[src/design/pmc_pkg.sv]
// Purpose: shared constants and types for the chip power mode controller
// Assumes: single 50 MHz clock domain
// Notes:   mode selection codes are software-facing values held outside the block
package pmc_pkg;

  // ------------------------------------------------------------
  // mode selection codes
  // ------------------------------------------------------------
  localparam logic [2:0] PMC_SEL_RUN   = 3'h0;
  localparam logic [2:0] PMC_SEL_HIGH_SPEED_RUN_MODE  = 3'h1;
  localparam logic [2:0] PMC_SEL_VERY_LOW_POWER_RUN_MODE  = 3'h2;
  localparam logic [2:0] PMC_SEL_STOP  = 3'h3;
  localparam logic [2:0] PMC_SEL_VERY_LOW_POWER_STOP_MODE  = 3'h4;
  localparam logic [2:0] PMC_SEL_LOW_LEAK_STOP_LEVEL3  = 3'h5;
  localparam logic [2:0] PMC_SEL_LOW_LEAK_STOP_LEVEL2  = 3'h6;

  // ------------------------------------------------------------
  // regulator and clock settings
  // ------------------------------------------------------------
  localparam logic [1:0] PMC_REG_FULL     = 2'h0;
  localparam logic [1:0] PMC_REG_LOWPOWER = 2'h1;
  localparam logic [1:0] PMC_REG_RETAIN   = 2'h2;

  localparam int PMC_CLK_HZ        = 50_000_000;
  localparam int PMC_FLASH_SLOW_HZ = 1_000_000;
  // divider from system clock to the reduced flash access rate
  localparam int PMC_FLASH_DIV     = PMC_CLK_HZ / PMC_FLASH_SLOW_HZ;

  // always-on peripheral clock mask bit positions
  localparam int PMC_PER_OSC    = 0;
  localparam int PMC_PER_LOW_POWER_TIMER  = 1;
  localparam int PMC_PER_LOW_POWER_SERIAL_PORT = 2;
  localparam int PMC_PER_RTC    = 3;
  localparam int PMC_PER_CMP    = 4;
  localparam int PMC_PER_TSI    = 5;
  localparam int PMC_PER_WAKE   = 6;
  localparam int PMC_PER_TPM    = 7;
  localparam int PMC_PER_W      = 9;
  localparam logic [8:0] PMC_PER_ALL = 9'h1FF;

  // sram power: bit0 upper 64 KB retained region, bit1 remainder
  localparam logic [1:0] PMC_SRAM_ALL = 2'h3;
  localparam logic [1:0] PMC_SRAM_64K = 2'h1;

  // ------------------------------------------------------------
  // state machine
  // ------------------------------------------------------------
  typedef enum logic [8:0] {
    PMC_ST_RUN  = 9'h001,
    PMC_ST_HIGH_SPEED_RUN_MODE = 9'h002,
    PMC_ST_WAIT = 9'h004,
    PMC_ST_STOP = 9'h008,
    PMC_ST_VERY_LOW_POWER_RUN_MODE = 9'h010,
    PMC_ST_VERY_LOW_POWER_WAIT_MODE = 9'h020,
    PMC_ST_VERY_LOW_POWER_STOP_MODE = 9'h040,
    PMC_ST_LOW_LEAK_STOP_LEVEL3 = 9'h080,
    PMC_ST_LOW_LEAK_STOP_LEVEL2 = 9'h100
  } pmc_state_e;

endpackage

[src/design/pmc_power_mode_ctrl.sv]
// Purpose: chip-level power mode sequencer
// Assumes: core sleep signals and wake events synchronous to clock
// Notes:   all outputs registered
//
// Overview of operation
// - after reset enter normal run with regulator fully on
// - wait and stop entered only on the core's wait-for-interrupt
// - normal and very-low-power run each have their own wait and stop
// - pin outputs held across every power mode
// - high-speed run: regulator full, max clock allowed, core high-speed state
// - normal wait: core sleeps, peripherals clocked, interrupt controller live
// - normal stop: deep sleep, peripheral clocks off, registers kept, voltage detect on
// - normal stop: interrupt controller off, async wake controller restores run
// - very-low-power run: low-power regulator, 1 MHz flash, voltage detect off
// - very-low-power run also allows external clock or crystal source
// - very-low-power wait: as run but core sleeps, core clock stays on
// - very-low-power stop: deep sleep, detect off, low-power regulator, adc and pins work
// - very-low-power stop keeps only low-power peripheral clocks running
// - very-low-power stop: core clock off, async wake controller wakes
// - very-low-power stop and leak stop 3 retain all sram
// - leak stops retain peripheral state, a few wake-capable units usable
// - leak stops: only the low-leak wake unit wakes the device
// - leak stop 2 keeps only 64 KB sram plus logic and pin state
// - leak stop recovery returns to normal run via wake unit service
`timescale 1ns/1ns
`default_nettype none

module pmc_power_mode_ctrl
  import pmc_pkg::*;
#(
  parameter int FLASH_DIV = PMC_FLASH_DIV
) (
  input  wire logic             clock,
  input  wire logic             sys_rst,
  input  wire logic [2:0]       modeSelect,
  input  wire logic             extClkMode,
  input  wire logic             tpmSrcEn,
  input  wire logic             lpuartSrcEn,
  input  wire logic             coreSleep,
  input  wire logic             coreDeepSleep,
  input  wire logic             irqPending,
  input  wire logic             asyncWakeIrq,
  input  wire logic             leakWakeIrq,
  output logic [8:0]            powerMode,
  output logic                  coreHighSpeed,
  output logic                  coreClkEn,
  output logic                  irqCtrlEn,
  output logic                  asyncWakeEn,
  output logic                  leakWakeEn,
  output logic                  leakWakeVector,
  output logic [PMC_PER_W-1:0]  periphClkEn,
  output logic                  periphRetain,
  output logic [1:0]            regulatorState,
  output logic                  voltDetectEn,
  output logic                  flashSlowMode,
  output logic                  flashSlowTick,
  output logic                  extClkSelect,
  output logic [1:0]            sramPowerEn,
  output logic                  pinHold,
  output logic                  maxClkAllowed
);

  // ------------------------------------------------------------
  // state
  // ------------------------------------------------------------
  typedef struct packed {
    pmc_state_e           st;
    logic [7:0]           divCnt;
    logic                 coreHighSpeed;
    logic                 coreClkEn;
    logic                 irqCtrlEn;
    logic                 asyncWakeEn;
    logic                 leakWakeEn;
    logic                 leakWakeVector;
    logic [PMC_PER_W-1:0] periphClkEn;
    logic                 periphRetain;
    logic [1:0]           regulatorState;
    logic                 voltDetectEn;
    logic                 flashSlowMode;
    logic                 flashSlowTick;
    logic                 extClkSelect;
    logic [1:0]           sramPowerEn;
    logic                 pinHold;
    logic                 maxClkAllowed;
  } pmc_state_s;

  pmc_state_s s_q;
  pmc_state_s s_d;

  // ------------------------------------------------------------
  // sleep request
  // ------------------------------------------------------------
  logic sleepReq;
  assign sleepReq = coreSleep | coreDeepSleep;

  // ------------------------------------------------------------
  // next state and output decode
  // ------------------------------------------------------------
  always_comb begin
    pmc_state_e nx;
    nx = s_q.st;
    s_d = s_q;
    s_d.leakWakeVector = 1'b0;
    case (s_q.st)
      PMC_ST_RUN: begin
        if (sleepReq) begin
          case (modeSelect)
            PMC_SEL_STOP: nx = PMC_ST_STOP;
            PMC_SEL_VERY_LOW_POWER_STOP_MODE: nx = PMC_ST_VERY_LOW_POWER_STOP_MODE;
            PMC_SEL_LOW_LEAK_STOP_LEVEL3: nx = PMC_ST_LOW_LEAK_STOP_LEVEL3;
            PMC_SEL_LOW_LEAK_STOP_LEVEL2: nx = PMC_ST_LOW_LEAK_STOP_LEVEL2;
            default:      nx = PMC_ST_WAIT;
          endcase
        end else if (modeSelect == PMC_SEL_HIGH_SPEED_RUN_MODE) begin
          nx = PMC_ST_HIGH_SPEED_RUN_MODE;
        end else if (modeSelect == PMC_SEL_VERY_LOW_POWER_RUN_MODE) begin
          nx = PMC_ST_VERY_LOW_POWER_RUN_MODE;
        end
      end
      PMC_ST_HIGH_SPEED_RUN_MODE: begin
        // sleep from high-speed run drops to normal run first
        if (sleepReq || modeSelect != PMC_SEL_HIGH_SPEED_RUN_MODE) begin
          nx = PMC_ST_RUN;
        end
      end
      PMC_ST_WAIT: begin
        if (irqPending) begin
          nx = PMC_ST_RUN;
        end
      end
      PMC_ST_STOP: begin
        if (asyncWakeIrq) begin
          nx = PMC_ST_RUN;
        end
      end
      PMC_ST_VERY_LOW_POWER_RUN_MODE: begin
        if (sleepReq) begin
          if (coreDeepSleep || modeSelect == PMC_SEL_VERY_LOW_POWER_STOP_MODE) begin
            nx = PMC_ST_VERY_LOW_POWER_STOP_MODE;
          end else begin
            nx = PMC_ST_VERY_LOW_POWER_WAIT_MODE;
          end
        end else if (modeSelect == PMC_SEL_RUN) begin
          nx = PMC_ST_RUN;
        end
      end
      PMC_ST_VERY_LOW_POWER_WAIT_MODE: begin
        if (irqPending) begin
          nx = PMC_ST_VERY_LOW_POWER_RUN_MODE;
        end
      end
      PMC_ST_VERY_LOW_POWER_STOP_MODE: begin
        if (asyncWakeIrq) begin
          // return level follows the selection still held at wake
          nx = (modeSelect == PMC_SEL_VERY_LOW_POWER_STOP_MODE) ? PMC_ST_VERY_LOW_POWER_RUN_MODE : PMC_ST_RUN;
        end
      end
      PMC_ST_LOW_LEAK_STOP_LEVEL3, PMC_ST_LOW_LEAK_STOP_LEVEL2: begin
        if (leakWakeIrq) begin
          nx = PMC_ST_RUN;
          // one-cycle pulse steers the core into the wake unit service
          s_d.leakWakeVector = 1'b1;
        end
      end
      default: nx = PMC_ST_RUN;
    endcase
    s_d.st = nx;

    // ----------------------------------------------------------
    // per-mode controls, normal run by default
    // ----------------------------------------------------------
    s_d.coreHighSpeed  = 1'b0;
    s_d.coreClkEn      = 1'b1;
    s_d.irqCtrlEn      = 1'b1;
    s_d.asyncWakeEn    = 1'b0;
    s_d.leakWakeEn     = 1'b0;
    s_d.periphClkEn    = PMC_PER_ALL;
    s_d.periphRetain   = 1'b0;
    s_d.regulatorState = PMC_REG_FULL;
    s_d.voltDetectEn   = 1'b1;
    s_d.flashSlowMode  = 1'b0;
    s_d.extClkSelect   = 1'b0;
    s_d.sramPowerEn    = PMC_SRAM_ALL;
    s_d.pinHold        = 1'b1;
    s_d.maxClkAllowed  = 1'b0;
    case (nx)
      PMC_ST_HIGH_SPEED_RUN_MODE: begin
        s_d.coreHighSpeed = 1'b1;
        s_d.maxClkAllowed = 1'b1;
      end
      PMC_ST_WAIT: begin
        s_d.coreClkEn = 1'b0;
      end
      PMC_ST_STOP: begin
        s_d.coreClkEn   = 1'b0;
        s_d.periphClkEn = '0;
        s_d.irqCtrlEn   = 1'b0;
        s_d.asyncWakeEn = 1'b1;
      end
      PMC_ST_VERY_LOW_POWER_RUN_MODE, PMC_ST_VERY_LOW_POWER_WAIT_MODE: begin
        s_d.regulatorState = PMC_REG_LOWPOWER;
        s_d.voltDetectEn   = 1'b0;
        s_d.flashSlowMode  = 1'b1;
        s_d.extClkSelect   = extClkMode;
      end
      PMC_ST_VERY_LOW_POWER_STOP_MODE: begin
        s_d.coreClkEn      = 1'b0;
        s_d.irqCtrlEn      = 1'b0;
        s_d.asyncWakeEn    = 1'b1;
        s_d.regulatorState = PMC_REG_LOWPOWER;
        s_d.voltDetectEn   = 1'b0;
        s_d.extClkSelect   = extClkMode;
        s_d.periphClkEn    = '0;
        s_d.periphClkEn[PMC_PER_OSC]    = 1'b1;
        s_d.periphClkEn[PMC_PER_LOW_POWER_TIMER]  = 1'b1;
        s_d.periphClkEn[PMC_PER_LOW_POWER_SERIAL_PORT] = lpuartSrcEn;
        s_d.periphClkEn[PMC_PER_RTC]    = 1'b1;
        s_d.periphClkEn[PMC_PER_CMP]    = 1'b1;
        s_d.periphClkEn[PMC_PER_TSI]    = 1'b1;
        s_d.periphClkEn[PMC_PER_TPM]    = tpmSrcEn;
        s_d.sramPowerEn    = PMC_SRAM_ALL;
      end
      PMC_ST_LOW_LEAK_STOP_LEVEL3, PMC_ST_LOW_LEAK_STOP_LEVEL2: begin
        s_d.coreClkEn      = 1'b0;
        s_d.irqCtrlEn      = 1'b0;
        s_d.leakWakeEn     = 1'b1;
        s_d.periphRetain   = 1'b1;
        s_d.regulatorState = PMC_REG_RETAIN;
        s_d.periphClkEn    = '0;
        s_d.periphClkEn[PMC_PER_OSC]   = 1'b1;
        s_d.periphClkEn[PMC_PER_WAKE]  = 1'b1;
        s_d.periphClkEn[PMC_PER_LOW_POWER_TIMER] = 1'b1;
        s_d.periphClkEn[PMC_PER_RTC]   = 1'b1;
        s_d.periphClkEn[PMC_PER_CMP]   = 1'b1;
        s_d.periphClkEn[PMC_PER_TSI]   = 1'b1;
        s_d.sramPowerEn = (nx == PMC_ST_LOW_LEAK_STOP_LEVEL2) ? PMC_SRAM_64K : PMC_SRAM_ALL;
      end
      default: begin
      end
    endcase

    // ----------------------------------------------------------
    // reduced-rate flash strobe in very-low-power run
    // ----------------------------------------------------------
    s_d.flashSlowTick = 1'b0;
    if (s_d.flashSlowMode) begin
      if (s_q.divCnt == 8'(FLASH_DIV - 1)) begin
        s_d.divCnt        = 8'h00;
        s_d.flashSlowTick = 1'b1;
      end else begin
        s_d.divCnt = s_q.divCnt + 8'h01;
      end
    end else begin
      s_d.divCnt = 8'h00;
    end
  end

  // ------------------------------------------------------------
  // registers
  // ------------------------------------------------------------
  always_ff @(posedge clock) begin
    if (sys_rst) begin
      s_q                <= '0;
      s_q.st             <= PMC_ST_RUN;
      s_q.coreClkEn      <= 1'b1;
      s_q.irqCtrlEn      <= 1'b1;
      s_q.periphClkEn    <= PMC_PER_ALL;
      s_q.regulatorState <= PMC_REG_FULL;
      s_q.voltDetectEn   <= 1'b1;
      s_q.sramPowerEn    <= PMC_SRAM_ALL;
      s_q.pinHold        <= 1'b1;
    end else begin
      s_q <= s_d;
    end
  end

  // ------------------------------------------------------------
  // outputs
  // ------------------------------------------------------------
  assign powerMode      = s_q.st;
  assign coreHighSpeed  = s_q.coreHighSpeed;
  assign coreClkEn      = s_q.coreClkEn;
  assign irqCtrlEn      = s_q.irqCtrlEn;
  assign asyncWakeEn    = s_q.asyncWakeEn;
  assign leakWakeEn     = s_q.leakWakeEn;
  assign leakWakeVector = s_q.leakWakeVector;
  assign periphClkEn    = s_q.periphClkEn;
  assign periphRetain   = s_q.periphRetain;
  assign regulatorState = s_q.regulatorState;
  assign voltDetectEn   = s_q.voltDetectEn;
  assign flashSlowMode  = s_q.flashSlowMode;
  assign flashSlowTick  = s_q.flashSlowTick;
  assign extClkSelect   = s_q.extClkSelect;
  assign sramPowerEn    = s_q.sramPowerEn;
  assign pinHold        = s_q.pinHold;
  assign maxClkAllowed  = s_q.maxClkAllowed;

endmodule

`default_nettype wire

[config.mk]
export PLATFORM = sky130hd
export DESIGN_NAME = pmc_power_mode_ctrl
export DESIGN_NICKNAME = d
export VERILOG_FILES = /design/src/design/pmc_pkg.sv /design/src/design/pmc_power_mode_ctrl.sv
export SDC_FILE = /design/constraint.sdc
export NUM_CORES = 1
export LEC_CHECK = 0
export BUFFER_PORTS_ARGS = -buffer_cell sky130_fd_sc_hd__buf_4
export CAP_MARGIN = 10
export CELL_PAD_IN_SITES_DETAIL_PLACEMENT = 1
export CELL_PAD_IN_SITES_GLOBAL_PLACEMENT = 2
export CORE_MARGIN = 2
export CORE_UTILIZATION = 28
export CTS_CLUSTER_SIZE = 20
export DETAILED_ROUTE_END_ITERATION = 7
export GPL_ROUTABILITY_DRIVEN = 1
export PLACE_DENSITY_LB_ADDON = 0.1
export SYNTH_ARGS = -nofsm -noshare
export SYNTH_HDL_FRONTEND = slang
export SYNTH_SLANG_ARGS = --single-unit
[constraint.sdc]
create_clock -name clock -period 1.9 [get_ports clock]
set_clock_uncertainty 0.15 [all_clocks]
set_input_delay 0.19 -clock clock [delete_from_list [all_inputs] [get_ports clock]]
set_output_delay 0.19 -clock clock [all_outputs]
set_load 0.01 [all_outputs]
; ---- Yosys cells after proc, flatten, opt, wreduce, memory -nomap -nowiden
; Index checks and enable logic that the tools add are counted.
[op_classes]
reduce_logical = 15
eq_ne = 25
muxes = 27
n_bitwise = 5
n_addsub = 1
[op_table]
columns = op, count
row1 = $mux W9, 11
row2 = $pmux W9 S8, 1
row3 = $pmux W9 S4, 1
row4 = $pmux W9 S3, 1
row5 = $eq A9 B2 Y1 const B, 2
row6 = $eq A9 B3 Y1 const B, 2
row7 = $eq A9 B4 Y1 const B, 2
row8 = $eq A9 B5 Y1 const B, 2
row9 = $eq A9 B6 Y1 const B, 2
row10 = $eq A9 B7 Y1 const B, 2
row11 = $eq A9 B8 Y1 const B, 2
row12 = $eq A9 B9 Y1 const B, 2
row13 = $reduce_or A2 Y1, 8
row14 = $eq A3 B3 Y1 const B, 3
row15 = $eq A9 B1 Y1 const B, 1
row16 = $mux W1, 9
row17 = $add A8 B1 Y8 const B, 1
row18 = $eq A8 B6 Y1 const B, 1
row19 = $mux W7, 1
row20 = $eq A3 B2 Y1 const B, 2
row21 = $reduce_or A3 Y1, 2
row22 = $mux W5, 1
row23 = $reduce_or A5 Y1, 1
row24 = $not A1 Y1, 4
row25 = 8 further kinds, 9
[totals]
inputBits = 13
reg_bits = 41
word_cells = 89
out_inout_bits = 35

; ---- Logic depth before layout (Yosys ltp)
[logic_depth]
ltp_word = 10
ltp_mapped = 9
depth_no_buf = 8

; ---- Least setup slack after synthesis
; OpenSTA, ideal clock, no wires.
[synth_timing]
path_kind = reg2reg
start = reg s_q, in the netlist powerMode[2]
end = reg periphClkEn[7] (netlist name)
synth_period_minus_slack_ps = 1968
arrival_ps = 1700
required_ps = 1632
setup_ps = 118
path_buffers = 1
stages_incl_launch_ff = 8
setup_slack_ps = -68
path_cell_list = dfxtp_1 buf_6 nor4b_4 nand4_2 o41a_1 nor2b_4 a31oi_4 nand2_1
[synth_between]
elab_chain_cells = 7
elab_cells_between_ends = 28
classes_between = eq/ne: 13 / mux: 13 / reduce/logical: 2
[synth_lines]
columns = element, line
row1 = "start, declared", pmc_power_mode_ctrl.sv:87  ; pmc_state_s s_q;
row2 = branches (longest 3 deep; another with $eq A9 B8 Y1), n/a
row3 = $pmux W9 S8 (*), pmc_power_mode_ctrl.sv:104  ; case (s_q.st)
row4 = $eq A9 B9 Y1 / $eq A9 B8 Y1 (equally long branches), pmc_power_mode_ctrl.sv:186  ; case (nx)
row5 = $reduce_or A2 Y1, pmc_power_mode_ctrl.sv:186
row6 = $pmux W9 S3 (*), pmc_power_mode_ctrl.sv:186
; Mark *: on every way between the ends.
; A chain may end at the register's enable or synchronous reset.

; ---- Final worst setup path
[layout_timing]
start = reg s_q, in the netlist powerMode[2]
end = reg periphClkEn[2] (netlist name)
[layout_between]
elab_chain_cells = 7
elab_cells_between_ends = 28
classes_between = eq/ne: 13 / mux: 13 / reduce/logical: 2
[layout_lines]
columns = element, line
row1 = branches (longest 3 deep; another with $eq A9 B8 Y1), n/a
row2 = $pmux W9 S8 (*), pmc_power_mode_ctrl.sv:104
row3 = $eq A9 B9 Y1 / $eq A9 B8 Y1 (equally long branches), pmc_power_mode_ctrl.sv:186
row4 = $reduce_or A2 Y1, pmc_power_mode_ctrl.sv:186
row5 = $pmux W9 S3 (*), pmc_power_mode_ctrl.sv:186
; Marked as above.

==> results.json <==
{
  "outcome": "complete, but fails checks",
  "violations": "setup timing",
  "cp_max_fo": 4,
  "power.switching_mw": 0.5567,
  "drv_slew": 0,
  "ys_seq_elements": 35,
  "ys_async_sr_fraction_pct": 0,
  "drt_iter0_markers": 61,
  "cp_num_buf_inv": 2,
  "gr-total-overflow": 0,
  "yosysTopAreaCellShare_pct": 36.87,
  "crit_family": "simple AND/OR/NAND/NOR gates",
  "dr.pass1.iters": 4,
  "clk_path_buf_depth": 2,
  "start_util_pct": 28.45,
  "max-vdd-ir-drop_v": 0.0004204,
  "pwr-share-seq_pct": 43.6,
  "synth.area.top_cells": "dfxtp_1, buf_4, nor2_1",
  "holdCritStartpoint": "leakWakeIrq",
  "syn-cell-area_mm2": 0.001901,
  "numCtsBuffers": 5,
  "total_power_mw": 1.830,
  "r2r-start": "powerMode[2]",
  "die_w_um": 86.39,
  "p_int_mw": 1.273,
  "routedWlPerCell_um": 14.72,
  "finalSetupViolCount": 29,
  "cts_tree": "built",
  "detail-route-antenna-nets": 0,
  "crit_start": "powerMode[2]",
  "yosys.area.top_type": "dfxtp_1",
  "p_leak_nw": 1.229,
  "cts_sinks": 35,
  "ys_seq_area_share_pct": 36.87,
  "layout.nets": 301,
  "vias": 1738,
  "startpoint_type": "register",
  "power_density_mw_per_mm2": 669.1,
  "slowest_delay_ns": 0.38,
  "grt_pass1_wl_um": 8528,
  "finalSetupTns_ns": -2.801,
  "antenna_found_initial": 0,
  "final_hold_viol_count": 0,
  "p_clk_share_pct": 31.0,
  "via_per_inst": 4.736,
  "drc_errors": 0,
  "clkTransAtPathRegs_ns": 0.08,
  "insertion_delay_ns": 0.29,
  "drive_above_1_share_pct": 48.78,
  "fmax_mhz": 469.4,
  "track_usage_pct": 14.85,
  "grt_pass1_vias": 1764,
  "worstPathCellList": "buf_6 > nor4b_4 > buf_4 > nand4_2 > o41a_1 > nor2b_4 > a31oi_4 > nand2_1",
  "place_congestion": 0.7941,
  "design.core.area_mm2": 0.006681,
  "yosys_warnings": 0,
  "synth_top_family_by_area": "simple AND/OR/NAND/NOR gates",
  "rsz0062_at_grt": "yes",
  "hp-class": "primary input to register",
  "synth_mux_area_share_pct": 0,
  "path_class": "register to register",
  "synth_edf_count": 0,
  "arrival_ns": 2.17,
  "layout_setup_ws_ns": -0.2305,
  "final_core_util_pct": 40.94,
  "switching_share_pct": 30.42,
  "synth-simple-area-share_pct": 28.04,
  "avgSynthCellArea_um2": 8.923,
  "power_frac_comb_pct": 25.5,
  "grt_max_degree": 14,
  "max_cap_viol_count": 0,
  "port_buffers": 45,
  "dieArea_mm2": 0.007462,
  "post-place-ws_ns": -0.2508,
  "synth_ff_type": "dfxtp_1",
  "slowest_stage": "o41a_1",
  "diodes": 0,
  "syn2layout_area_growth_pct": 43.91,
  "ios": 48,
  "synth_cells": 213,
  "synthXorXnorAreaFrac_pct": 4.608,
  "fin_crit_sh_pct": 112.1,
  "cts_max_level": 2,
  "fill_cells": 790,
  "dieHeight_um": 86.39,
  "synth_compound_area_share_pct": 14.42,
  "synth_adder_area_share_pct": 1.317,
  "rows": 30,
  "root_buffer": "clkbuf_8",
  "fin_crit_ns": 2.131,
  "place_hpwl_um": 4077,
  "wl_um": 5404,
  "crit_required_ns": 1.94,
  "endpoint_kind": "register",
  "synth_cell_types": 55
}
## layout by cell type, fill, tap and decap left out, types with 4 or more instances in the layout
cell type	n
nor2_2	5
nand3_1	9
dfxtp_1	27
and2_1	5
inv_1	13
nand2_1	10
dfxtp_2	6
xor2_1	8
buf_4	90
o21ai_0	4
nor2_1	16
clkbuf_8	5
## cell type report
class / instances / area, µm² / area share, %
Sequential cell: 35 / 715.7 / 26.17
Inverter: 14 / 55.05 / 2.013
Multi-Input combinational cell: 134 / 1036 / 37.88
Timing Repair Buffer: 96 / 739.5 / 27.04
Clock buffer: 5 / 68.82 / 2.516
Tap cell: 80 / 100.1 / 3.660
Clock inverter: 3 / 20.02 / 0.7319
## stage by stage
stage / cell area (µm²) / hold WS [ns] / instances
after global routing: 2735 / 0.009718 / 367
after floorplan: 1906 / 0.1390 / 214
final: 2735 / 0.001708 / 367
after CTS: 2651 / 0.007829 / 363
after global placement: 2427 / 0.2262 / 349
after detailed placement: 2427 / 0.2355 / 349
## flip-flops by register name, indices dropped and copies added, names as in the netlist, 2 cells and up
register        cells
regulatorState      2
periphClkEn         5
s_q                 8
powerMode           9
## power groups by stage
stage | Clock [mW] | Combinational [mW] | Sequential (mW)
floorplan | 0 | 0.239 | 0.811
global placement | 0 | 0.408 | 0.810
detailed placement | 0 | 0.407 | 0.810
CTS | 0.591 | 0.444 | 0.797
global route | 0.619 | 0.508 | 0.801
finish | 0.566 | 0.466 | 0.797
## cells by family (layout without fill, tap and decap cells)
| kind of cell | after synthesis | after routing |
|---|---|---|
| buffers and inverters | 45 | 118 |
| flip-flops | 35 | 35 |
| AO/OA/AOI/OAI | 32 | 32 |
| other | 1 | 2 |
| XOR/XNOR | 10 | 10 |
| AND/OR/NAND/NOR | 88 | 88 |
| adder cells (fa/ha/maj) | 2 | 2 |
## path summary, 6_finish.rpt
check                                       to  slack, ns  cells past startpoint
worst min-delay path            leakWakeVector      0.002                      3
worst max-delay path            periphClkEn[2]      -0.23                      8
worst max register to register  periphClkEn[2]      -0.23                      8
worst min register to register         s_q[26]       0.34                      1
## cells in the mapped netlist (5+ instances only)
cell type and instances:
nand3_1 11, buf_2 5, dfxtp_1 35, nand2_1 10, buf_4 25, a21oi_1 5
and2_1 6, xor2_1 8, o21ai_0 6, nor2_1 23, inv_1 13
## routing by layer
| metal | vias up | track usage [%] | part of all wire, % |
|---|---|---|---|
| met3 | 7 | 4.000 | 4.8 |
| met2 | 45 | 25.10 | 48 |
| li1 | 856 | - | - |
| met1 | 830 | 18.18 | 45 |
| met4 | 0 | 5.114 | 1.8 |
| met5 | - | 0 | 0 |
## worst min-delay path, cell delays in order
cell and delay, ns:
buf_4 0.08, nand2_1 0.06, nor2_1 0.08
## what timing repair did
action | CTS | global route
hold buffers | 3 | 0
endpoints found under the hold margin | 3 | 0
pin swaps | 8 | 9
setup buffers | 3 | 4
endpoints found under the setup margin | 31 | 30
resized for setup | 23 | 16
Note: power is estimated with default switching activity, not from simulation.
